===== src/proto_timers_pkg.sv =====
// package for the reader protocol timers: timing constants, modes, port bundles
// assumes a single 10 MHz system clock; carrier ticks arrive as enables
package proto_timers_pkg;
  // system clock period in ns
  localparam int SYS_CLK_NS = 100;
  // counter widths
  localparam int MASK_W = 8;
  localparam int NRT_W = 16;
  localparam int GPT_W = 16;
  localparam int WUT_W = 3;
  // carrier-clock divide ratios per count step
  localparam int MASK_STEP_DIV = 64;
  localparam int MASK_LP_DIV = 512;
  localparam int NRT_STEP_SHORT = 64;
  localparam int NRT_STEP_LONG = 4096;
  localparam int GPT_STEP_DIV = 8;
  // prescaler width, enough for the longest step
  localparam int PRE_W = 13;
  // wake-up timeout table unit: rc oscillator ticks per 10 ms step
  localparam int WUT_UNIT_TICKS = 320;
  localparam int WUT_TICK_W = 16;
  // reset values of configuration
  localparam logic [MASK_W-1:0] MASK_RESET = 8'h00;
  localparam logic [NRT_W-1:0] NRT_RESET = 16'h0000;
  localparam logic [GPT_W-1:0] GPT_RESET = 16'h0000;
  localparam logic [WUT_W-1:0] WUT_RESET = 3'h4;

  // general purpose timer trigger choice
  typedef enum logic [1:0] {
    GPT_TRIG_NONE,
    GPT_TRIG_RX_START,
    GPT_TRIG_RX_END,
    GPT_TRIG_FIELD_OFF
  } gpt_trig_t;

  // direct commands, one-cycle pulses
  typedef struct packed {
    logic clear;
    logic start_mask;
    logic start_nrt;
    logic start_gpt;
    logic start_wut;
  } cmd_t;

  // frame and field events, one-cycle pulses
  typedef struct packed {
    logic tx_end;
    logic rx_sof;
    logic rx_eof;
    logic peer_field_on;
    logic peer_field_off;
  } evt_t;

  // configuration bits
  typedef struct packed {
    logic [MASK_W-1:0] mask_time;
    logic [NRT_W-1:0] nrt_time;
    logic nrt_step_long;
    logic nrt_uncond;
    logic [GPT_W-1:0] gpt_time;
    gpt_trig_t gpt_trig;
    logic [WUT_W-1:0] wut_sel;
    logic squelch_en;
    logic active_p2p;
    logic lp_target;
    logic wakeup_mode;
    logic low_power;
  } cfg_t;

  // interrupt pulses and status
  typedef struct packed {
    logic nrt_irq;
    logic gpt_irq;
    logic wakeup_timer_irq_flag;
  } irq_t;
endpackage


===== src/reader_protocol_timers.sv =====
// reader protocol timers: receive mask, no-response, general purpose, wake-up
// assumes commands, events and carrier/rc ticks are sys_clk one-cycle pulses
// assumes configuration only changes while the matching timer is stopped
// assumes the host owns the transmit-end interrupt used to pace the timers
// Operation
// controller writes configuration only while stopped
// clear command stops all but wake-up
// unconditional mode keeps no-response running on clear
// tx end starts mask and no-response
// mask running holds receive window low
// squelch during mask; mask never interrupts
// active peer mode: mask starts on field
// low-power target: command start, step 512
// no-response expiry raises its interrupt flag
// step select 64 or 4096 carrier periods
// mode 0: early reply stops, expiry interrupts
// mode 1: always interrupt, window if idle
// start command starts or restarts no-response
// active peer mode ignores no-response start
// active peer: expiry before field interrupts
// controller reads transmit-end for synchronisation
// general purpose trigger is selectable
// general purpose expiry always interrupts
// start command starts or restarts general
// wake-up start accepted except wake-up mode
// wake-up expiry sets flag and interrupts
// only wake-up timer runs in low power
`timescale 1ns/1ps
`default_nettype none
module reader_protocol_timers (
  input wire logic sys_clk,
  input wire logic rst_n,
  input wire logic carrier_tick,
  input wire logic rc_tick,
  input wire proto_timers_pkg::cmd_t cmd,
  input wire proto_timers_pkg::evt_t evt,
  input wire proto_timers_pkg::cfg_t cfg,
  input wire logic reply_busy,
  output logic rx_window,
  output logic squelch_on,
  output logic rc_osc_en,
  output proto_timers_pkg::irq_t irq,
  output logic mask_running,
  output logic nrt_running,
  output logic gpt_running,
  output logic wut_running
);
  // crystal timers only count while not in low power
  logic xtal_tick;
  // step enables from dividers
  logic mask_step;
  logic nrt_step;
  logic gpt_step;
  // divide ratios
  // sized for the longest step of the no-response timer
  logic [proto_timers_pkg::PRE_W-1:0] mask_ratio;
  logic [proto_timers_pkg::PRE_W-1:0] nrt_ratio;
  // counters
  // each loaded at start and counted down one per step, the wake-up one per rc tick
  logic [proto_timers_pkg::MASK_W-1:0] mask_cnt;
  logic [proto_timers_pkg::NRT_W-1:0] nrt_cnt;
  logic [proto_timers_pkg::GPT_W-1:0] gpt_cnt;
  logic [proto_timers_pkg::WUT_TICK_W-1:0] wut_cnt;
  logic [proto_timers_pkg::WUT_TICK_W-1:0] wut_limit;
  // start and expiry strobes
  // all one-cycle, combinational from the current state
  logic mask_start;
  logic nrt_start;
  logic gpt_start;
  logic wut_start;
  logic mask_expire;
  logic nrt_expire;
  logic gpt_expire;
  logic wut_expire;
  // no-response forced window closure
  // set by expiry, cleared by the next frame
  logic nrt_block;
  // low-power target observe-after-mask flag
  // only meaningful while the target mode bit is set
  logic lp_observe;

  // the crystal is stopped in low power; gating here keeps a stale
  // carrier tick from moving any crystal-clocked counter
  // crystal ticks gated
  assign xtal_tick = carrier_tick && !cfg.low_power;

  // step lengths in carrier periods, picked per mode; a change takes
  // effect within the running step since the dividers compare against the live ratio
  // extra divide by eight
  assign mask_ratio = cfg.lp_target ? proto_timers_pkg::PRE_W'(proto_timers_pkg::MASK_LP_DIV)
                                    : proto_timers_pkg::PRE_W'(proto_timers_pkg::MASK_STEP_DIV);
  // no-response step select
  assign nrt_ratio = cfg.nrt_step_long ? proto_timers_pkg::PRE_W'(proto_timers_pkg::NRT_STEP_LONG)
                                       : proto_timers_pkg::PRE_W'(proto_timers_pkg::NRT_STEP_SHORT);

  // exactly one source arms the mask in each mode, so a stray transmit
  // end cannot reopen the mask in peer or target operation
  // mask start sources
  always_comb begin
    mask_start = 1'b0;
    if (cfg.lp_target) begin
      // command start only
      mask_start = cmd.start_mask;
    end else if (cfg.active_p2p) begin
      // peer field starts
      mask_start = evt.peer_field_on;
    end else begin
      // end of transmission
      mask_start = evt.tx_end;
    end
  end

  // transmit end always arms it; the host command is a way to stretch
  // the timeout past one counter load
  // no-response start sources
  always_comb begin
    // tx end starts it
    nrt_start = evt.tx_end;
    // command start; R14: not in active peer
    if (cmd.start_nrt && !cfg.active_p2p) begin
      nrt_start = 1'b1;
    end
  end

  // the command works in every mode; the frame or field trigger is
  // taken only from the source chosen in the configuration
  // general purpose start sources
  always_comb begin
    // command start or restart
    gpt_start = cmd.start_gpt;
    // selectable trigger
    case (cfg.gpt_trig)
      proto_timers_pkg::GPT_TRIG_RX_START: begin
        if (evt.rx_sof) gpt_start = 1'b1;
      end
      proto_timers_pkg::GPT_TRIG_RX_END: begin
        if (evt.rx_eof) gpt_start = 1'b1;
      end
      proto_timers_pkg::GPT_TRIG_FIELD_OFF: begin
        if (cfg.active_p2p && evt.peer_field_off) gpt_start = 1'b1;
      end
      default: begin
        // no hardware trigger, command only
      end
    endcase
  end

  // in wake-up mode the wake-up timer belongs to the measurement loop
  // wake-up start refused in wake-up mode
  assign wut_start = cmd.start_wut && !cfg.wakeup_mode;

  // comparing with one, not zero, ends an N-step timer on its Nth step
  // and keeps a counter loaded with one from wrapping round
  // expiry strobes at count one on a step
  assign mask_expire = mask_running && mask_step && (mask_cnt <= proto_timers_pkg::MASK_W'(1));
  assign nrt_expire = nrt_running && nrt_step && (nrt_cnt <= proto_timers_pkg::NRT_W'(1));
  assign gpt_expire = gpt_running && gpt_step && (gpt_cnt <= proto_timers_pkg::GPT_W'(1));
  assign wut_expire = wut_running && rc_tick && (wut_cnt <= proto_timers_pkg::WUT_TICK_W'(1));

  // a setting of zero still gives one full step, never an instant expiry
  // wake-up timeout in rc ticks, ten ms per step plus one
  assign wut_limit = proto_timers_pkg::WUT_TICK_W'(({13'h0000, cfg.wut_sel} + 16'h0001)
                     * proto_timers_pkg::WUT_UNIT_TICKS);

  // each divider restarts with its timer, so the first step is a full one
  // mask step divider
  step_divider #(.W(proto_timers_pkg::PRE_W)) u_mask_div (
    .sys_clk(sys_clk),
    .rst_n(rst_n),
    .tick_en(xtal_tick),
    .restart(mask_start),
    .ratio(mask_ratio),
    .step_en(mask_step)
  );

  // its ratio follows the step-select bit live, within a running step as well as at a start
  // no-response step divider
  step_divider #(.W(proto_timers_pkg::PRE_W)) u_nrt_div (
    .sys_clk(sys_clk),
    .rst_n(rst_n),
    .tick_en(xtal_tick),
    .restart(nrt_start),
    .ratio(nrt_ratio),
    .step_en(nrt_step)
  );

  // fixed ratio, the trigger choice only moves the start
  // general purpose step divider
  step_divider #(.W(proto_timers_pkg::PRE_W)) u_gpt_div (
    .sys_clk(sys_clk),
    .rst_n(rst_n),
    .tick_en(xtal_tick),
    .restart(gpt_start),
    .ratio(proto_timers_pkg::PRE_W'(proto_timers_pkg::GPT_STEP_DIV)),
    .step_en(gpt_step)
  );

  // clear beats a start in the same cycle; expiry is silent, the window
  // simply reopens when the mask drops
  // mask receive timer
  always_ff @(posedge sys_clk or negedge rst_n) begin
    if (!rst_n) begin
      mask_running <= 1'b0;
      mask_cnt <= proto_timers_pkg::MASK_RESET;
    end else if (cmd.clear) begin
      // clear stops it
      mask_running <= 1'b0;
    end else if (mask_start) begin
      // zero setting means no mask
      mask_running <= (cfg.mask_time != proto_timers_pkg::MASK_RESET);
      mask_cnt <= cfg.mask_time;
    end else if (mask_expire) begin
      // silent expiry
      mask_running <= 1'b0;
    end else if (mask_running && mask_step) begin
      mask_cnt <= mask_cnt - proto_timers_pkg::MASK_W'(1);
    end
  end

  // until the mask from the latest start expires the receiver output is ignored, so the
  // window stays shut in target mode
  // low-power target: receiver observed after mask expiry
  always_ff @(posedge sys_clk or negedge rst_n) begin
    if (!rst_n) begin
      lp_observe <= 1'b0;
    end else if (!cfg.lp_target || cmd.clear || mask_start) begin
      lp_observe <= 1'b0;
    end else if (mask_expire) begin
      // watch receiver
      lp_observe <= 1'b1;
    end
  end

  // branch order sets priority: clear, then start, then expiry, then
  // the reply or field that ends the wait early; an early stop never
  // raises an interrupt
  // no-response timer
  always_ff @(posedge sys_clk or negedge rst_n) begin
    if (!rst_n) begin
      nrt_running <= 1'b0;
      nrt_cnt <= proto_timers_pkg::NRT_RESET;
    end else if (cmd.clear && !cfg.nrt_uncond) begin
      // clear stops; R03: not in unconditional mode
      nrt_running <= 1'b0;
    end else if (nrt_start) begin
      // reset and restart
      nrt_running <= (cfg.nrt_time != proto_timers_pkg::NRT_RESET);
      nrt_cnt <= cfg.nrt_time;
    end else if (nrt_expire) begin
      nrt_running <= 1'b0;
    end else if (nrt_running && !cfg.nrt_uncond && !cfg.active_p2p && evt.rx_sof) begin
      // early reply stops silently
      nrt_running <= 1'b0;
    end else if (nrt_running && cfg.active_p2p && evt.peer_field_on) begin
      // peer answered in time
      nrt_running <= 1'b0;
    end else if (nrt_running && nrt_step) begin
      nrt_cnt <= nrt_cnt - proto_timers_pkg::NRT_W'(1);
    end
  end

  // a restart reloads the count and the prescaler phase together
  // general purpose timer
  always_ff @(posedge sys_clk or negedge rst_n) begin
    if (!rst_n) begin
      gpt_running <= 1'b0;
      gpt_cnt <= proto_timers_pkg::GPT_RESET;
    end else if (cmd.clear) begin
      // clear stops it
      gpt_running <= 1'b0;
    end else if (gpt_start) begin
      // reset and restart
      gpt_running <= (cfg.gpt_time != proto_timers_pkg::GPT_RESET);
      gpt_cnt <= cfg.gpt_time;
    end else if (gpt_expire) begin
      gpt_running <= 1'b0;
    end else if (gpt_running && gpt_step) begin
      gpt_cnt <= gpt_cnt - proto_timers_pkg::GPT_W'(1);
    end
  end

  // not touched by clear and not gated by low power, so it can wake the
  // system from the lowest power state
  // wake-up timer on rc oscillator ticks
  always_ff @(posedge sys_clk or negedge rst_n) begin
    if (!rst_n) begin
      wut_running <= 1'b0;
      wut_cnt <= '0;
    end else if (wut_start) begin
      // start from control setting
      wut_running <= 1'b1;
      wut_cnt <= wut_limit;
    end else if (wut_expire) begin
      wut_running <= 1'b0;
    end else if (wut_running && rc_tick) begin
      wut_cnt <= wut_cnt - proto_timers_pkg::WUT_TICK_W'(1);
    end
  end

  // stopping it when idle saves the oscillator current
  // rc oscillator runs while wake-up timer is armed
  assign rc_osc_en = wut_running;

  // window closure forced by no-response expiry
  // an expiry beats a clear or a mask start in the same cycle, so an
  // unconditional timeout with no reply busy still closes the window; only a restart of
  // the no-response timer itself cancels the expiry
  always_ff @(posedge sys_clk or negedge rst_n) begin
    if (!rst_n) begin
      nrt_block <= 1'b0;
    end else if (nrt_expire && !nrt_start) begin
      if (!cfg.nrt_uncond) begin
        // force window low
        nrt_block <= 1'b1;
      end else begin
        // only if no reply in progress
        nrt_block <= !reply_busy;
      end
    end else if (nrt_start || mask_start || cmd.clear) begin
      // new frame reopens window
      nrt_block <= 1'b0;
    end
  end

  // registered so each pulse is glitch free and lands one cycle after
  // the step that ended the count
  // interrupt pulses, one cycle each
  always_ff @(posedge sys_clk or negedge rst_n) begin
    if (!rst_n) begin
      irq <= '0;
    end else begin
      // no-response flag; R12: unconditional; R15: peer
      irq.nrt_irq <= nrt_expire;
      // every general expiry
      irq.gpt_irq <= gpt_expire;
      // wake-up flag
      irq.wakeup_timer_irq_flag <= wut_expire;
    end
  end

  // the window is open only when no timer holds it shut
  // mask closes window
  assign rx_window = !mask_running && !nrt_block && (!cfg.lp_target || lp_observe);
  // squelch while masking
  assign squelch_on = mask_running && cfg.squelch_en;
endmodule
`default_nettype wire


===== src/step_divider.sv =====
// free-running divider making one-cycle step enables from a tick enable
// assumes tick_en is on sys_clk; restart clears the phase
`timescale 1ns/1ps
`default_nettype none
module step_divider #(
  parameter int W = 12
) (
  input wire logic sys_clk,
  input wire logic rst_n,
  input wire logic tick_en,
  input wire logic restart,
  input wire logic [W-1:0] ratio,
  output logic step_en
);
  // ticks counted within the current step
  logic [W-1:0] phase;

  // count ticks, pulse when ratio reached
  always_ff @(posedge sys_clk or negedge rst_n) begin
    if (!rst_n) begin
      phase <= '0;
      step_en <= 1'b0;
    end else if (restart) begin
      phase <= '0;
      step_en <= 1'b0;
    end else if (tick_en && (phase == ratio - W'(1))) begin
      phase <= '0;
      step_en <= 1'b1;
    end else begin
      step_en <= 1'b0;
      if (tick_en) begin
        phase <= phase + W'(1);
      end
    end
  end
endmodule
`default_nettype wire


===== config.mk =====
export PLATFORM = sky130hd
export DESIGN_NAME = reader_protocol_timers
export DESIGN_NICKNAME = d
export VERILOG_FILES = /design/src/proto_timers_pkg.sv /design/src/reader_protocol_timers.sv /design/src/step_divider.sv
export SDC_FILE = /design/constraint.sdc
export NUM_CORES = 1
export LEC_CHECK = 0
export BUFFER_PORTS_ARGS = -buffer_cell sky130_fd_sc_hd__buf_2
export CAP_MARGIN = 10
export CORE_ASPECT_RATIO = 1.1
export CORE_UTILIZATION = 39
export CTS_BUF_LIST = sky130_fd_sc_hd__clkbuf_8
export CTS_CLUSTER_DIAMETER = 40
export DETAILED_ROUTE_END_ITERATION = 10
export MAX_ROUTING_LAYER = met4
export SKIP_CTS_REPAIR_TIMING = 1
export SYNTH_ARGS = -nofsm -noshare
export SYNTH_HDL_FRONTEND = slang
export SYNTH_SLANG_ARGS = --single-unit

===== constraint.sdc =====
create_clock -name sys_clk -period 2.63 [get_ports sys_clk]
set_input_delay 0.1315 -clock sys_clk [delete_from_list [all_inputs] [get_ports sys_clk]]
set_output_delay 0.1315 -clock sys_clk [all_outputs]
set_load 0.03 [all_outputs]

==> metrics.txt <==
outcome=complete, no violations; DR WL/cell=16.5 um; Pins Over Slew Limit=0; share of synthesized area spent on multiplexers=1.13%; number of synthesized register bits=107; final number of setup-violating endpoints=0; antenna diode instance count=0; startpoint of the tightest hold check path=cfg[23]; vias per inst=5.91; count of flip-flops with a built-in enable after synthesis=0; Placed Cells=984; cell count after synthesis=714; biggest area contributors in the synthesized netlist=sky130_fd_sc_hd__dfrtp_1, sky130_fd_sc_hd__nor2_1, sky130_fd_sc_hd__nand2_1, sky130_fd_sc_hd__xor2_1, sky130_fd_sc_hd__nor4_1; hold endpoint=gpt_cnt[13]; switching power of the nets=1.40 mW; dominant synthesized flop cell=sky130_fd_sc_hd__dfrtp_1; via count of the first global-routing pass=just under 6000; antenna violations before repair=0; latest clock arrival within the worst-skew pair=0.40 ns; slowest stage cell on the critical path=sky130_fd_sc_hd__dfrtp_1; wire length reported by the detailed router=16600 um; DRC violation count after routing=0; maximum VDD drop=0.000296 V; Rel. slew slack=45.7%; R2R Setup Slk=0.31 ns; DIE WIDTH=~120 um; largest fanout on the critical path=10; top-level I/O count=77; combinational share of power=25.6%; worst r2r path cells=5; Distinct cells, synth=70; simple-gate share of the synthesized area=26.4%; worst hold path type=primary input to register; total number of nets in the final design=slightly below 900; DRT iter0 DRCs=431; share of layout cells above drive strength 1=15.9%; Die Y-Extent=136 um; number of max-cap violations=0; adder-cell area share of the yosys netlist=3.25%; htree depth=3; area share of the largest cell type after synthesis=41.9%; RSZ-0062 raised after global routing=no; synthesized-area fraction occupied by ao, oa, aoi and oai cells=about a fifth; Final Wtd Congestion=approximately 0.89; top cells by instance count after synthesis=sky130_fd_sc_hd__dfrtp_1, sky130_fd_sc_hd__nor2_1, sky130_fd_sc_hd__nand2_1, sky130_fd_sc_hd__o21ai_0, sky130_fd_sc_hd__nor3_1; mean cell area of the mapped netlist=between 8 and 9 um^2; GR Util met1=about 28%; main combinational cell family by area after synthesis=simple AND/OR/NAND/NOR gates; part of the total power dissipated in sequential elements=between 50% and 60%; total congestion overflow after global routing=0; number of buffers created by CTS=9; xor and xnor fraction of the mapped netlist area=between 5 and 6%; number of rows created at floorplan=48; most frequent cell after synthesis=sky130_fd_sc_hd__dfrtp_1; Net Sw Frac=34.6%; worst-case clock skew=~0.017 ns; cell area power density=roughly 550 nW/um^2; Reg clk slew, reported paths=roughly 0.11 ns; most used routing layer in global routing=met2; Sum Neg Setup Slack=0 ns; count of buffers inserted at the top-level ports=76; internal power of the cells=2.65 mW; fin crit share=about 88%; endpoint class of the critical path=register; wire length of the first global-routing pass=27800 um; Max stage delay on crit path=0.45 ns; data required time at the worst endpoint=approximately 2.9 ns; global-route total usage across every layer=a little over a fifth; Clock Tree Buf Depth=2; initial core utilization=40.3%; largest net degree at the start of global routing=55; CTS Root Cell=sky130_fd_sc_hd__clkbuf_8; met2 routing resource usage after global routing=34.2%; crit-path cells=nor4_2, nand3_1, o21ai_0, nand2_1, a311o_1; hpwl dp=12100 um; Peak Freq=431 MHz; area delta synth->final=15.3%; clock period minus worst slack=~2.3 ns; kind of start point of the critical path=register; total leakage power=~3.1 nW; Hold Path Depth=3; worst flop-to-flop path startpoint=nrt_cnt[6]; die outline area=16900 um^2; Clk pwr share=23.8%; Detail Route Antenna Nets=0; sink count of the clock tree=107; mapped cell area=6390 um^2; non-filler cells, final=slightly above 1000; clock tree from TritonCTS=yes; Syn. warnings=0; number of iterations in the first detailed-routing pass=5; biggest area consumer among synthesized cells=sky130_fd_sc_hd__dfrtp_1; share of flip-flops with an asynchronous set or reset=100%; Least-Margin Pin Slew=0.810 ns; CORE AREA=15900 um^2; via count=5969; synthesized net count=797; critical path data arrival time=2.61 ns; total count of hold-check failures in the final report=0; critical path class=register to register; portion of the post-synthesis area used by sequential elements=a little over two fifths; met3 Resource Use GR=3.23%; R2R Path End=nrt_cnt[0]
-- metal layers --
layer | part of all wire [%] | wire length [um] | vias to the layer above
met5 | 0 | 0 | -
met4 | 1.8 | 297 | 0
met3 | 4.7 | 790 | 20
met2 | 48 | 8000 | 178
met1 | 45 | 7550 | 2891
li1 | - | - | 2880
-- cell type report --
cell class	instances	area [um^2]
Clock buffer	10	138
Clock inverter	6	33.8
Fill cell	1565	8480
Inverter	26	97.6
Multi-Input combinational cell	555	3520
Sequential cell	107	2680
Tap cell	200	250
Timing Repair Buffer	106	658
-- state kept, by name, indices dropped and copies added, names as in the netlist --
signal / cells
gpt_cnt: 16
gpt_running: 1
irq: 3
lp_observe: 1
mask_cnt: 8
mask_running: 1
nrt_block: 1
nrt_cnt: 16
nrt_running: 1
rc_osc_en: 1
u_gpt_div.phase: 13
u_gpt_div.step_en: 1
u_mask_div.phase: 13
u_mask_div.step_en: 1
u_nrt_div.phase: 13
u_nrt_div.step_en: 1
wut_cnt: 16
-- how the worst max path moves through the flow --
stage / start / to / slack (ns)
after floorplan: gpt_cnt[0] / gpt_cnt[14] / 0.52
after global placement: nrt_cnt[6] / nrt_cnt[0] / 0.42
after detailed placement: nrt_cnt[6] / nrt_cnt[0] / 0.33
after CTS: nrt_cnt[6] / nrt_cnt[0] / 0.32
after global routing: nrt_cnt[6] / nrt_cnt[0] / 0.18
final: nrt_cnt[6] / nrt_cnt[0] / 0.31
-- cell usage in the layout, fill, tap and decap left out, types with 7 or more instances in the layout --
cell type and count:
sky130_fd_sc_hd__or3_1 10, sky130_fd_sc_hd__a211oi_1 11, sky130_fd_sc_hd__o21ai_0 36, sky130_fd_sc_hd__and3_1 12, sky130_fd_sc_hd__nor2b_1 7, sky130_fd_sc_hd__a22o_1 10, sky130_fd_sc_hd__buf_2 75, sky130_fd_sc_hd__or4_1 12
sky130_fd_sc_hd__nand2_1 65, sky130_fd_sc_hd__nor4_1 31, sky130_fd_sc_hd__buf_4 19, sky130_fd_sc_hd__nand3_1 26, sky130_fd_sc_hd__dfrtp_1 107, sky130_fd_sc_hd__o31ai_1 9, sky130_fd_sc_hd__clkbuf_8 10, sky130_fd_sc_hd__xor2_1 24
sky130_fd_sc_hd__xnor2_1 14, sky130_fd_sc_hd__o2bb2ai_1 8, sky130_fd_sc_hd__nand4_1 21, sky130_fd_sc_hd__inv_1 28, sky130_fd_sc_hd__a21oi_1 26, sky130_fd_sc_hd__dlygate4sd3_1 10, sky130_fd_sc_hd__nor3_1 34, sky130_fd_sc_hd__nor2_1 73
sky130_fd_sc_hd__ha_1 15, sky130_fd_sc_hd__a31oi_1 10
-- worst max-delay path: cells and delay by family, from the launching register on --
family	cells	cell delay, ns
and+or+nand+nor	3	0.98
AOI/OAI and AO/OA	2	0.78
DFF	1	0.45
-- power groups by stage --
stage          Combinational, mW  Clock [mW]  Sequential (mW)
3_5_place_dp                1.02           0             2.07
2_1_floorplan              0.705           0             2.04
3_3_place_gp               0.995           0             2.07
6_report                    1.03       0.964             2.05
5_1_grt                     1.17        1.05             2.09
4_1_cts                     1.03       0.992             2.04
-- stage by stage --
step	instance area, um^2	worst slack, ns	power (mW)	utilization, %	hold slack, ns
5_1_grt	7370	0.183	4.31	46.5	0.000441
3_3_place_gp	7100	0.418	3.06	44.8	0.241
3_5_place_dp	7100	0.331	3.09	44.8	0.243
6_report	7370	0.310	4.05	46.5	0.00139
2_1_floorplan	6390	0.519	2.74	-	-0.164
4_1_cts	7270	0.318	4.06	45.9	-0.201
-- logic make-up after synthesis --
kind of cell	Yosys count
AO/OA/AOI/OAI	170
flip-flops	107
multiplexers	7
adder cells (fa/ha/maj)	16
XOR/XNOR	38
AND/OR/NAND/NOR	324
buffers and inverters	52
(Power assumes the default switching activity.)
